`config.mk`:
```
export PLATFORM = sky130hd
export DESIGN_NAME = pms_supervisor
export DESIGN_NICKNAME = d
export VERILOG_FILES = /design/src/pkg/pms_pkg.sv /design/src/hdl/pms_supervisor.sv /design/src/hdl/pms_debounce.sv /design/src/hdl/pms_soft_start.sv
export SDC_FILE = /design/constraint.sdc
export NUM_CORES = 1
export LEC_CHECK = 0
export ABC_CLOCK_PERIOD_IN_PS = 8200
export BUFFER_PORTS_ARGS = -buffer_cell sky130_fd_sc_hd__buf_2
export CORE_MARGIN = 5
export CORE_UTILIZATION = 30
export CTS_BUF_LIST = sky130_fd_sc_hd__clkbuf_4 sky130_fd_sc_hd__clkbuf_8
export CTS_CLUSTER_DIAMETER = 120
export CTS_CLUSTER_SIZE = 16
export DETAILED_ROUTE_END_ITERATION = 8
export HOLD_SLACK_MARGIN = 0.1
export PLACE_DENSITY = 0.46
export SLEW_MARGIN = 20
export SYNTH_ARGS = -nofsm -noshare
export SYNTH_HDL_FRONTEND = slang
export SYNTH_SLANG_ARGS = --single-unit
```
`constraint.sdc`:
```
create_clock -name clk_i -period 8.2 [get_ports clk_i]
set_clock_uncertainty 0.2 [all_clocks]
set_input_delay 1.64 -clock clk_i [delete_from_list [all_inputs] [get_ports clk_i]]
set_output_delay 1.64 -clock clk_i [all_outputs]
set_load 0.01 [all_outputs]
```
`src/pkg/pms_pkg.sv`:
```
// Package of timing constants and state codes for the PFC supervisor.
package pms_pkg;
    localparam int CLK_HZ = 40_000_000;
    localparam int CLK_NS = 25;
    // Debounce and filter times in their printed units.
    localparam int IDLE_DEBOUNCE_NS = 1800;
    localparam int DISABLE_DEBOUNCE_US = 50;
    localparam int ARRIVAL_FIRST_MS = 1;
    localparam int ARRIVAL_LATER_MS = 40;
    localparam int DROPOUT_FILTER_MS = 630;
    localparam int OVERVOLTAGE_DEBOUNCE_US = 50;
    localparam int SENSE_FAIL_DEBOUNCE_US = 10;
    localparam int SOFT_START_MS = 130;
    // Cycle counts; least times round up.
    localparam int IDLE_DB_CYC = (IDLE_DEBOUNCE_NS + CLK_NS - 1) / CLK_NS;
    localparam int DISABLE_DB_CYC = DISABLE_DEBOUNCE_US * (CLK_HZ / 1_000_000);
    localparam int ARRIVAL_FIRST_CYC = ARRIVAL_FIRST_MS * (CLK_HZ / 1000);
    localparam int ARRIVAL_LATER_CYC = ARRIVAL_LATER_MS * (CLK_HZ / 1000);
    localparam int DROPOUT_CYC = DROPOUT_FILTER_MS * (CLK_HZ / 1000);
    localparam int OVERVOLTAGE_DB_CYC =
        OVERVOLTAGE_DEBOUNCE_US * (CLK_HZ / 1_000_000);
    localparam int SENSE_FAIL_DB_CYC =
        SENSE_FAIL_DEBOUNCE_US * (CLK_HZ / 1_000_000);
    localparam int SOFT_START_CYC = SOFT_START_MS * (CLK_HZ / 1000);
    localparam int SS_LEVEL_W = 8;
    localparam int CNT_W = 32;

    typedef enum logic [2:0] {
        PMS_OFF = 3'b000,
        PMS_CHECK = 3'b001,
        PMS_RUN = 3'b010,
        PMS_LATCHED = 3'b011,
        PMS_RECHARGE = 3'b100
    } pms_state_t;
endpackage : pms_pkg

```
`src/hdl/pms_supervisor.sv`:
```
// Mode and protection supervisor of a boost PFC controller.
`timescale 1ns/1ps
// Operation
// - Low feedback enters idle, amplifier off, filter floats
// - Idle exit resumes without soft-start
// - Idle comparator is debounced first
// - Weak feedback pull-up while idle flag set
// - Strong pull-up until feedback reaches reference
// - Idle near turn-off enables startup source
// - Low filter pin disables, weak pull-up on
// - Enable threshold recharges supply, then soft-starts
// - Disabled: startup source cycles supply window
// - First turn-on needs line arrival
// - Later line arrival recharges supply
// - Short arrival debounce first, long after
// - Sustained line dropout stops switching
// - Overvoltage halts until release comparator
// - Overvoltage recharges supply below recharge level
// - Cycle current limit ends on-time at once
// - Two saturation cycles stop until zero current
// - Low feedback at turn-on means divider failure
// - Sense failure latches until supply recycles
// - Line level selects one of two gains
// - Soft-start ramps current limit reference
// - Supply turn-off shuts down, recharges, soft-starts
module pms_supervisor import pms_pkg::*; #(
    parameter int IDLE_DB = IDLE_DB_CYC,
    parameter int DISABLE_DB = DISABLE_DB_CYC,
    parameter int ARRIVAL_FIRST = ARRIVAL_FIRST_CYC,
    parameter int ARRIVAL_LATER = ARRIVAL_LATER_CYC,
    parameter int DROPOUT_FILT = DROPOUT_CYC,
    parameter int OVERVOLTAGE_DB = OVERVOLTAGE_DB_CYC,
    parameter int SENSE_FAIL_DB = SENSE_FAIL_DB_CYC,
    parameter int SOFT_START = SOFT_START_CYC,
    parameter int LEVEL_W = SS_LEVEL_W
) (
    input wire logic clk_i,
    input wire logic srst_i,
    input wire logic fb_below_idle_i,
    input wire logic fb_above_idle_hyst_i,
    input wire logic fb_at_reference_i,
    input wire logic fb_overvoltage_set_i,
    input wire logic fb_overvoltage_release_i,
    input wire logic filter_below_disable_i,
    input wire logic filter_above_enable_i,
    input wire logic supply_turn_on_i,
    input wire logic supply_turn_off_i,
    input wire logic supply_near_off_i,
    input wire logic supply_below_recharge_i,
    input wire logic line_arrival_i,
    input wire logic line_dropout_i,
    input wire logic line_high_gain_sel_i,
    input wire logic cs_limit_i,
    input wire logic cs_saturation_i,
    input wire logic cs_zero_current_i,
    input wire logic cs_sense_failure_i,
    input wire logic gate_on_i,
    output logic switch_enable_o,
    output logic on_time_end_o,
    output logic low_power_o,
    output logic error_amp_enable_o,
    output logic filter_high_z_o,
    output logic filter_pullup_enable_o,
    output logic fb_weak_pullup_o,
    output logic fb_strong_pullup_o,
    output logic startup_source_enable_o,
    output logic idle_state_flag_o,
    output logic gain_select_o,
    output logic [LEVEL_W-1:0] current_limit_ref_o,
    output logic soft_start_active_o
);
    localparam int NIN = 18;
    // The turn-on check waits out the slower of its two input filters.
    localparam int CHECK_WAIT =
        (SENSE_FAIL_DB > IDLE_DB ? SENSE_FAIL_DB : IDLE_DB) + 2;
    logic [CNT_W-1:0] check_cnt;
    logic check_done;
    logic [NIN-1:0] raw;
    logic [NIN-1:0] syn;
    logic [NIN-1:0] deb;
    logic [CNT_W-1:0] len [NIN];
    logic arrival_first;
    logic [CNT_W-1:0] arrival_len;
    pms_state_t state;
    pms_state_t next_state;
    logic idle;
    logic disabled;
    logic dropout;
    logic overvoltage;
    logic saturation;
    logic sense_fail;
    logic divider_fail;
    logic sat_prev_cycle;
    logic sat_this_cycle;
    logic gate_d;
    logic strong_pull;
    logic need_soft;
    logic [CNT_W-1:0] drop_cnt;
    logic ss_restart;
    logic ss_bypass;
    logic ss_done;
    logic stop_any;

    assign raw = {fb_at_reference_i, fb_above_idle_hyst_i,
        cs_zero_current_i, cs_saturation_i, cs_limit_i,
        line_high_gain_sel_i, line_dropout_i, line_arrival_i,
        supply_below_recharge_i, supply_near_off_i, supply_turn_off_i,
        supply_turn_on_i, filter_above_enable_i, filter_below_disable_i,
        fb_overvoltage_set_i, fb_overvoltage_release_i, cs_sense_failure_i,
        fb_below_idle_i};
    assign arrival_len = arrival_first ? CNT_W'(ARRIVAL_FIRST) :
        CNT_W'(ARRIVAL_LATER);

    // Only the idle, sense-failure, overvoltage, disable and line-arrival comparators get a debounce length of their own.
    always_comb begin
        for (int k = 0; k < NIN; k++) begin
            len[k] = CNT_W'(1);
        end
        len[0] = CNT_W'(IDLE_DB);
        len[1] = CNT_W'(SENSE_FAIL_DB);
        len[3] = CNT_W'(OVERVOLTAGE_DB);
        len[4] = CNT_W'(DISABLE_DB);
        len[10] = arrival_len;
    end

    genvar g;
    generate
        for (g = 0; g < NIN; g++) begin : g_in
            pms_debounce #(.CNT_W_P(CNT_W)) u_db (
                .clk_i(clk_i),
                .srst_i(srst_i),
                .raw_i(raw[g]),
                .len_i(len[g]),
                .sync_o(syn[g]),
                .level_o(deb[g])
            );
        end
    endgenerate

    // Brownout is filtered by its own long counter on the synced level.
    // A brownout holds until the long-filtered line arrival is seen again.
    always_ff @(posedge clk_i) begin
        if (srst_i) begin
            drop_cnt <= '0;
            dropout <= 1'b0;
        end else if (syn[11] && state == PMS_RUN) begin
            if (drop_cnt + 1'b1 >= CNT_W'(DROPOUT_FILT)) begin
                dropout <= 1'b1;
            end else begin
                drop_cnt <= drop_cnt + 1'b1;
            end
        end else begin
            drop_cnt <= '0;
            if (deb[10]) begin
                dropout <= 1'b0;
            end
        end
    end

    always_ff @(posedge clk_i) begin
        if (srst_i || state != PMS_CHECK) begin
            check_cnt <= '0;
        end else if (!check_done) begin
            check_cnt <= check_cnt + 1'b1;
        end
    end

    assign check_done = (check_cnt >= CNT_W'(CHECK_WAIT));

    // Supply state machine: off, check at turn-on, run, recharge, latched stop.
    always_comb begin
        next_state = state;
        unique case (state)
            PMS_OFF: begin
                if (deb[6]) begin
                    next_state = PMS_CHECK;
                end
            end
            PMS_CHECK: begin
                if (deb[1]) begin
                    next_state = PMS_LATCHED;
                end else if (check_done && deb[6] && deb[10]) begin
                    next_state = PMS_RUN;
                end
            end
            PMS_RUN: begin
                if (deb[7]) begin
                    next_state = PMS_RECHARGE;
                end
            end
            PMS_RECHARGE: begin
                if (deb[6]) begin
                    next_state = PMS_CHECK;
                end
            end
            PMS_LATCHED: begin
                if (deb[7]) begin
                    next_state = PMS_OFF;
                end
            end
        endcase
    end

    always_ff @(posedge clk_i) begin
        if (srst_i) begin
            state <= PMS_OFF;
        end else begin
            state <= next_state;
        end
    end

    // First-startup arrival uses the short filter; later arrivals the long.
    always_ff @(posedge clk_i) begin
        if (srst_i) begin
            arrival_first <= 1'b1;
        end else if (state == PMS_RUN) begin
            arrival_first <= 1'b0;
        end
    end

    always_ff @(posedge clk_i) begin
        if (srst_i) begin
            divider_fail <= 1'b0;
        end else if (state == PMS_CHECK && deb[6]) begin
            divider_fail <= deb[0];
        end else if (state != PMS_RUN && state != PMS_CHECK) begin
            divider_fail <= 1'b0;
        end else if (!deb[0]) begin
            divider_fail <= 1'b0;
        end
    end

    always_ff @(posedge clk_i) begin
        if (srst_i) begin
            idle <= 1'b0;
        end else if (deb[0]) begin
            idle <= 1'b1;
        end else if (syn[16] && idle) begin
            idle <= 1'b0;
        end
    end

    always_ff @(posedge clk_i) begin
        if (srst_i) begin
            strong_pull <= 1'b0;
        end else if (idle && syn[16]) begin
            strong_pull <= 1'b1;
        end else if (syn[17] || deb[0]) begin
            strong_pull <= 1'b0;
        end
    end

    always_ff @(posedge clk_i) begin
        if (srst_i) begin
            disabled <= 1'b0;
        end else if (deb[4]) begin
            disabled <= 1'b1;
        end else if (deb[5] && deb[6]) begin
            disabled <= 1'b0;
        end
    end

    always_ff @(posedge clk_i) begin
        if (srst_i) begin
            overvoltage <= 1'b0;
        end else if (deb[3]) begin
            overvoltage <= 1'b1;
        end else if (syn[2]) begin
            overvoltage <= 1'b0;
        end
    end

    always_ff @(posedge clk_i) begin
        if (srst_i) begin
            sense_fail <= 1'b0;
        end else begin
            sense_fail <= (next_state == PMS_LATCHED);
        end
    end

    // Saturation is counted per switching cycle, closed at gate falling edge.
    always_ff @(posedge clk_i) begin
        if (srst_i) begin
            gate_d <= 1'b0;
            sat_this_cycle <= 1'b0;
            sat_prev_cycle <= 1'b0;
            saturation <= 1'b0;
        end else begin
            gate_d <= gate_on_i;
            // Clearing comes first so that a new trip in the same cycle wins.
            if (saturation && syn[15]) begin
                saturation <= 1'b0;
                sat_prev_cycle <= 1'b0;
            end
            if (gate_d && !gate_on_i) begin
                sat_prev_cycle <= sat_this_cycle;
                sat_this_cycle <= 1'b0;
                if (sat_this_cycle && sat_prev_cycle) begin
                    saturation <= 1'b1;
                end
            end else if (gate_on_i && syn[14]) begin
                sat_this_cycle <= 1'b1;
            end
        end
    end

    assign stop_any = idle || disabled || dropout || overvoltage ||
        saturation || divider_fail || sense_fail ||
        state != PMS_RUN;

    // Any cleared cause other than idle asks for a soft-start.
    always_ff @(posedge clk_i) begin
        if (srst_i) begin
            need_soft <= 1'b1;
        end else if (disabled || dropout || overvoltage || saturation ||
                divider_fail || sense_fail || state != PMS_RUN) begin
            need_soft <= 1'b1;
        end else if (!stop_any) begin
            need_soft <= 1'b0;
        end
    end

    assign ss_restart = stop_any && need_soft;
    assign ss_bypass = 1'b0;

    pms_soft_start #(.RAMP_CYC(SOFT_START), .LEVEL_W(LEVEL_W)) u_ss (
        .clk_i(clk_i),
        .srst_i(srst_i),
        .restart_i(ss_restart),
        .bypass_i(ss_bypass),
        .level_o(current_limit_ref_o),
        .done_o(ss_done)
    );

    always_ff @(posedge clk_i) begin
        if (srst_i) begin
            switch_enable_o <= 1'b0;
            low_power_o <= 1'b1;
            error_amp_enable_o <= 1'b0;
            filter_high_z_o <= 1'b0;
            filter_pullup_enable_o <= 1'b0;
            fb_weak_pullup_o <= 1'b0;
            fb_strong_pullup_o <= 1'b0;
            startup_source_enable_o <= 1'b0;
            gain_select_o <= 1'b0;
        end else begin
            switch_enable_o <= !stop_any;
            low_power_o <= idle || disabled || divider_fail || sense_fail;
            error_amp_enable_o <= !(idle || disabled);
            filter_high_z_o <= idle;
            filter_pullup_enable_o <= disabled;
            fb_weak_pullup_o <= idle && !strong_pull;
            fb_strong_pullup_o <= strong_pull;
            gain_select_o <= syn[12];
            // Once on, the source runs until the supply reaches turn-on.
            if (deb[6]) begin
                startup_source_enable_o <= 1'b0;
            end else if ((idle && syn[8]) || (disabled && deb[7]) ||
                    (disabled && deb[5]) || (overvoltage && syn[9]) ||
                    (dropout && deb[10]) ||
                    state == PMS_OFF || state == PMS_RECHARGE ||
                    (state == PMS_CHECK && deb[10] && !arrival_first)) begin
                startup_source_enable_o <= 1'b1;
            end
        end
    end

    assign idle_state_flag_o = idle;
    assign on_time_end_o = gate_on_i && (syn[13] || syn[14]);
    assign soft_start_active_o = !ss_done;
endmodule : pms_supervisor

```
`src/hdl/pms_debounce.sv`:
```
// Two-stage synchroniser followed by a settling counter for one comparator.
`timescale 1ns/1ps
module pms_debounce import pms_pkg::*; #(
    parameter int CNT_W_P = CNT_W
) (
    input wire logic clk_i,
    input wire logic srst_i,
    input wire logic raw_i,
    input wire logic [CNT_W_P-1:0] len_i,
    output logic sync_o,
    output logic level_o
);
    logic meta;
    logic sync;
    logic [CNT_W_P-1:0] count;

    always_ff @(posedge clk_i) begin
        if (srst_i) begin
            meta <= 1'b0;
            sync <= 1'b0;
        end else begin
            meta <= raw_i;
            sync <= meta;
        end
    end

    // Output follows the input only after it has held a new value long enough.
    always_ff @(posedge clk_i) begin
        if (srst_i) begin
            count <= '0;
            level_o <= 1'b0;
        end else if (sync == level_o) begin
            count <= '0;
        end else if (count + 1'b1 >= len_i) begin
            count <= '0;
            level_o <= sync;
        end else begin
            count <= count + 1'b1;
        end
    end

    assign sync_o = sync;
endmodule : pms_debounce

```
`src/hdl/pms_soft_start.sv`:
```
// Soft-start ramp of the cycle current limit reference.
`timescale 1ns/1ps
module pms_soft_start import pms_pkg::*; #(
    parameter int RAMP_CYC = SOFT_START_CYC,
    parameter int LEVEL_W = SS_LEVEL_W
) (
    input wire logic clk_i,
    input wire logic srst_i,
    input wire logic restart_i,
    input wire logic bypass_i,
    output logic [LEVEL_W-1:0] level_o,
    output logic done_o
);
    localparam int STEP_CYC = (RAMP_CYC >> LEVEL_W) > 0 ?
        (RAMP_CYC >> LEVEL_W) : 1;
    logic [CNT_W-1:0] tick;

    // The ramp advances one level step per divider tick.
    always_ff @(posedge clk_i) begin
        if (srst_i || restart_i) begin
            tick <= '0;
            level_o <= '0;
        end else if (bypass_i) begin
            tick <= '0;
            level_o <= '1;
        end else if (level_o != '1) begin
            if (tick >= CNT_W'(STEP_CYC - 1)) begin
                tick <= '0;
                level_o <= level_o + 1'b1;
            end else begin
                tick <= tick + 1'b1;
            end
        end
    end

    assign done_o = (level_o == '1);
endmodule : pms_soft_start

```
# Word level (Yosys, flattened, before mapping)

Index checks and enable logic that the tools add are counted.

Add/subtract/negate cells: 12
Magnitude comparators: 11
Equal/unequal tests: 19
Multiplexer cells: 27
Bitwise operators: 9
Reductions and logical operators: 83

Operators with widths:

| kind                  | number |
|---|---|
| $add 32x1->32 const B | 11 |
| $ge 32x1->1 const B   | 3 |
| $ge 32x11->1 const B  | 2 |
| $ge 32x9->1 const B   | 2 |
| $ge 32x15->1 const B  | 1 |
| $ge 32x21->1          | 1 |
| $ge 32x25->1 const B  | 1 |
| $ge 32x7->1 const B   | 1 |
| $mux 32               | 1 |
| $logic_or 1x1->1      | 26 |
| $reduce_or 3->1       | 8 |
| $logic_and 1x1->1     | 21 |
| $mux 21               | 1 |
| $reduce_and 2->1      | 10 |
| $mux 1                | 19 |
| $mux 3                | 5 |
| $pmux 3 s4            | 1 |
| $reduce_bool 2->1     | 6 |
| $reduce_or 2->1       | 5 |
| $eq 3x2->1 const B    | 3 |
| $not 1->1             | 9 |
| $add 8x1->8 const B   | 1 |
| $eq 1x1->1            | 8 |
| $eq 8x8->1 const B    | 1 |
| other kinds (9)       | 14 |

Register bits after elaboration: 429
Input port bits: 21
Output and inout bits: 20
Logic and storage cells: 240

# Depth between registers and ports, before layout

Depth in word-level cells: 9
Gate-level depth with buffers: 14

# Modules after synthesis

A second synthesis with hierarchy kept.

Cell total of the unflattened synthesis: 5,605
Area, all modules: 49,981.7 um^2

By module, submodules not included:

| module         | times used | cells each | area each (um^2) | sequential area each (um^2) |
|---|---|---|---|---|
| pms_debounce   | 18         | 274        | 2,453.6          | 700.7 |
| pms_supervisor | 1          | 461        | 3,976.3          | 1,781.7 |
| pms_soft_start | 1          | 212        | 1,840.5          | 800.8 |

# Worst setup path before layout

Ideal clock, no wire load.

Path type: input to output
Start: input gate_on_i
End: output on_time_end_o
Arrival time: 1,781 ps
Required time: 6,360 ps
Slack: 4,579 ps
Stages: 1
Cells stage by stage: o21a_1

Cells in the longest elaborated chain, start to end: 1

RTL lines:

| item               | line                  | RTL |
|---|---|---|
| start: declaration | pms_supervisor.sv:57  | `input wire logic gate_on_i,` |
| $logic_and 1x1->1  | pms_supervisor.sv:369 | `assign on_time_end_o = gate_on_i && (syn[13] \|\| syn[14]);` |
| end: declaration   | pms_supervisor.sv:59  | `output logic on_time_end_o,` |

No other way between the ends.

# Final worst setup path

Start: register g_in[10].u_db.count[0]
End: register g_in[10].u_db.count[11]

Cells in the longest elaborated chain, start to end: 3

RTL lines:

| item                      | line                                   | RTL |
|---|---|---|
| start: declaration        | pms_debounce.sv:15                     | `logic [CNT_W_P-1:0] count;` |
| start signal: assignment  | pms_debounce.sv:38                     | `count <= count + 1'b1;` |
| $add 32x1->32 (*)         | pms_debounce.sv:34, pms_debounce.sv:38 |  |
| $ge 32x21->1              | pms_debounce.sv:34                     | `end else if (count + 1'b1 >= len_i) begin` |
| $reduce_or 3->1 (no line) | n/a                                    |  |

Mark *: on every way between the ends. The rest lies on a longest branch, timed or not.
A chain may end at the register's enable or synchronous reset.

==> impl_metrics.json <==
{
  "fillers": 6340,
  "synth_cells": 2066,
  "hold_buffers": 0,
  "dpl.hpwl_um": 27600,
  "core_area_um2": 61400,
  "synth_top_area_cell": "dfxtp_1",
  "synthTopCellsByArea": "dfxtp_1 46%, nor2_1 4.7%, xnor2_1 3.3%, nand4_1 3.2%, nand3_1 3.0%",
  "firstDrtPassIters": 5,
  "setup_slack_ns": 3.96,
  "wl_per_cell_um": 12.6,
  "syn_area_um2": 18500,
  "status": "complete, no violations",
  "area_growth_syn_to_layout_pct": 11.1,
  "viasPerCell": 4.75,
  "clock-root-buffer": "clkbuf_8",
  "cts_buffers": 30,
  "drt-initial-drc-count": 945,
  "fmax_ghz": 0.236,
  "worst_setup_path_start_kind": "flop",
  "finalCritPeriodShare": 0.517,
  "clockBufferDepth": 3,
  "num_vias": 14477,
  "peakVddDrop_uv": 112,
  "final_net_count": 2301,
  "cts-resized-gates": 0,
  "cts_sinks": 429,
  "grt_pass1_vias": 13786,
  "setup_violations": 0,
  "die_area_um2": 66700,
  "synth-edff-count": 0,
  "min_period_ns": 4.24,
  "synth_cell_types": 86,
  "cp-end-kind": "flop",
  "port_buffers": 40,
  "slew_headroom": 0.312,
  "htreeDepth": 1,
  "setup-tns-final_ns": 0,
  "yosys-top-cells-count": "429 x dfxtp_1, 232 x nor2_1, 129 x nand2_1",
  "slew_violations": 0,
  "clkTransAtPathRegs_ns": 0.10,
  "totalWireLength_um": 38500,
  "power.density_nw_per_um2": 161,
  "p_leak_nw": 7.37,
  "post-synth-top-area-fraction": 0.465,
  "rsz0062_at_grt": "no",
  "ant_nets": 0,
  "crit_type": "flop to flop",
  "postCtsSetupRepairBufs": 0,
  "drive_gt1_frac": 0.0493,
  "rows": 91,
  "die_y_um": 258,
  "synth_most_common_cell": "dfxtp_1",
  "finalPower_mw": 3.30,
  "io_pins": 41,
  "yosys_register_bits": 429,
  "worst-slew-pin-transition_ns": 1.01,
  "arrival_ns": 4.61,
  "avgSynthCellArea_um2": 8.94,
  "min_path_type": "flop to flop",
  "required_ns": 8.57,
  "antenna_found_initial": 2,
  "place.gp.congestion": 0.791,
  "ys.flop_type": "dfxtp_1",
  "drcViolationCount": 0,
  "yosysWarnings": 0,
  "ys_seq_area_frac": 0.465,
  "async_flop_share": 0,
  "clock_latency_ns": 0.64,
  "grtUsageTotal": 0.115,
  "grt_max_degree": 47,
  "hold_viol": 0,
  "cts_tree": "done",
  "maxCapViolations": 0,
  "start_util": 0.301,
  "grt_pass1_wl_um": 67100,
  "die_w_um": 258,
  "gr-total-overflow": 0,
  "worst-path-max-fanout": 21,
  "pre_cts_slack_ns": 3.96
}
-- critical path, cell delays in order, from the launching register on --
cell and delay, ns:
dfxtp_1 0.43, ha_1 0.26, nand3_1 0.29, nor4_2 0.63, nand2_1 0.13, xnor2_1 0.17, ha_1 0.18, or4_1 0.51
nor4_1 0.30, or4b_1 0.84, nor2b_1 0.23
-- final cells by class --
cell class	instances	area (um^2)	share of cell area
Multi-Input combinational cell	1692	10100	0.490
Sequential cell	429	8590	0.418
Tap cell	790	988	0.0482
Clock buffer	31	427	0.0208
Timing Repair Buffer	44	236	0.0115
Inverter	56	210	0.0102
Clock inverter	1	5.00	0.000244
Antenna cell	2	5.00	0.000244
-- where the power goes --
group	total, mW	internal, mW	switching, mW
Clock	0.981	0.338	0.644
Combinational	0.116	0.0551	0.0611
Sequential	2.20	2.15	0.0576
Total	3.30	2.54	0.763
-- state kept, by name, indices dropped and copies added, names as in the netlist, 3 cells and up --
| register | count |
|---|---|
| g_in.u_db.count | 256 |
| check_cnt | 32 |
| drop_cnt | 32 |
| u_ss.tick | 32 |
| g_in.u_db.meta | 18 |
| g_in.u_db.sync_o | 18 |
| g_in.u_db.level_o | 8 |
| u_ss.level_o | 8 |
| state | 3 |
-- through the flow --
stage	std cells	instance area (um^2)	utilization	hold WS, ns
after global placement	3010	20100	0.327	0.219
final	3045	20500	0.335	0.243
after global routing	3044	20500	0.334	0.264
after CTS	3042	20500	0.334	0.247
after detailed placement	3010	20100	0.327	0.223
after floorplan	2256	19200	-	0.205
-- final timing paths --
check,from,end,slack [ns],cells past startpoint
setup / recovery,g_in[10].u_db.count[0]$_SDFF_PP0_,g_in[10].u_db.count[11]$_SDFF_PP0_,3.96,10
setup reg to reg,g_in[10].u_db.count[0]$_SDFF_PP0_,g_in[10].u_db.count[11]$_SDFF_PP0_,3.96,10
hold / removal,g_in[14].u_db.meta$_SDFF_PP0_,g_in[14].u_db.sync_o$_SDFF_PP0_,0.24,1
hold reg to reg,g_in[14].u_db.meta$_SDFF_PP0_,g_in[14].u_db.sync_o$_SDFF_PP0_,0.24,1
-- logic make-up after synthesis --
| logic type | synth area share |
|---|---|
| xor gates and xnor gates | 0.0578 |
| AOI/OAI and AO/OA | 0.117 |
| DFF | 0.465 |
| adders and majority gates | 0.0183 |
| buffers and inverters | 0.0289 |
| and+or+nand+nor | 0.295 |
| muxes | 0.0178 |
| other | 0.000203 |
-- cells in the final DEF (no fill, tap or decap), drive strengths merged, types with 31 or more instances in the layout --
master and count:
and4 38, conb 191, buf 44, nand2 129
or4 35, o21ai 43, nor2b 59, and3 72
dfxtp 429, nor3 50, nor2 232, nor4 51
nand4 95, nand3 114, a21oi 79, and2 48
o31ai 35, xnor2 70, inv 56, xor2 52
clkbuf 31
-- per-layer routing --
layer / track usage / vias to the layer above / wire (um)
li1: - / 7655 / -
met1: 0.164 / 6628 / 19600
met2: 0.185 / 149 / 17000
met3: 0.0142 / 45 / 1130
met4: 0.0268 / 0 / 727
met5: 0 / - / 0
No activity file was read; power rests on OpenSTA's default activity.
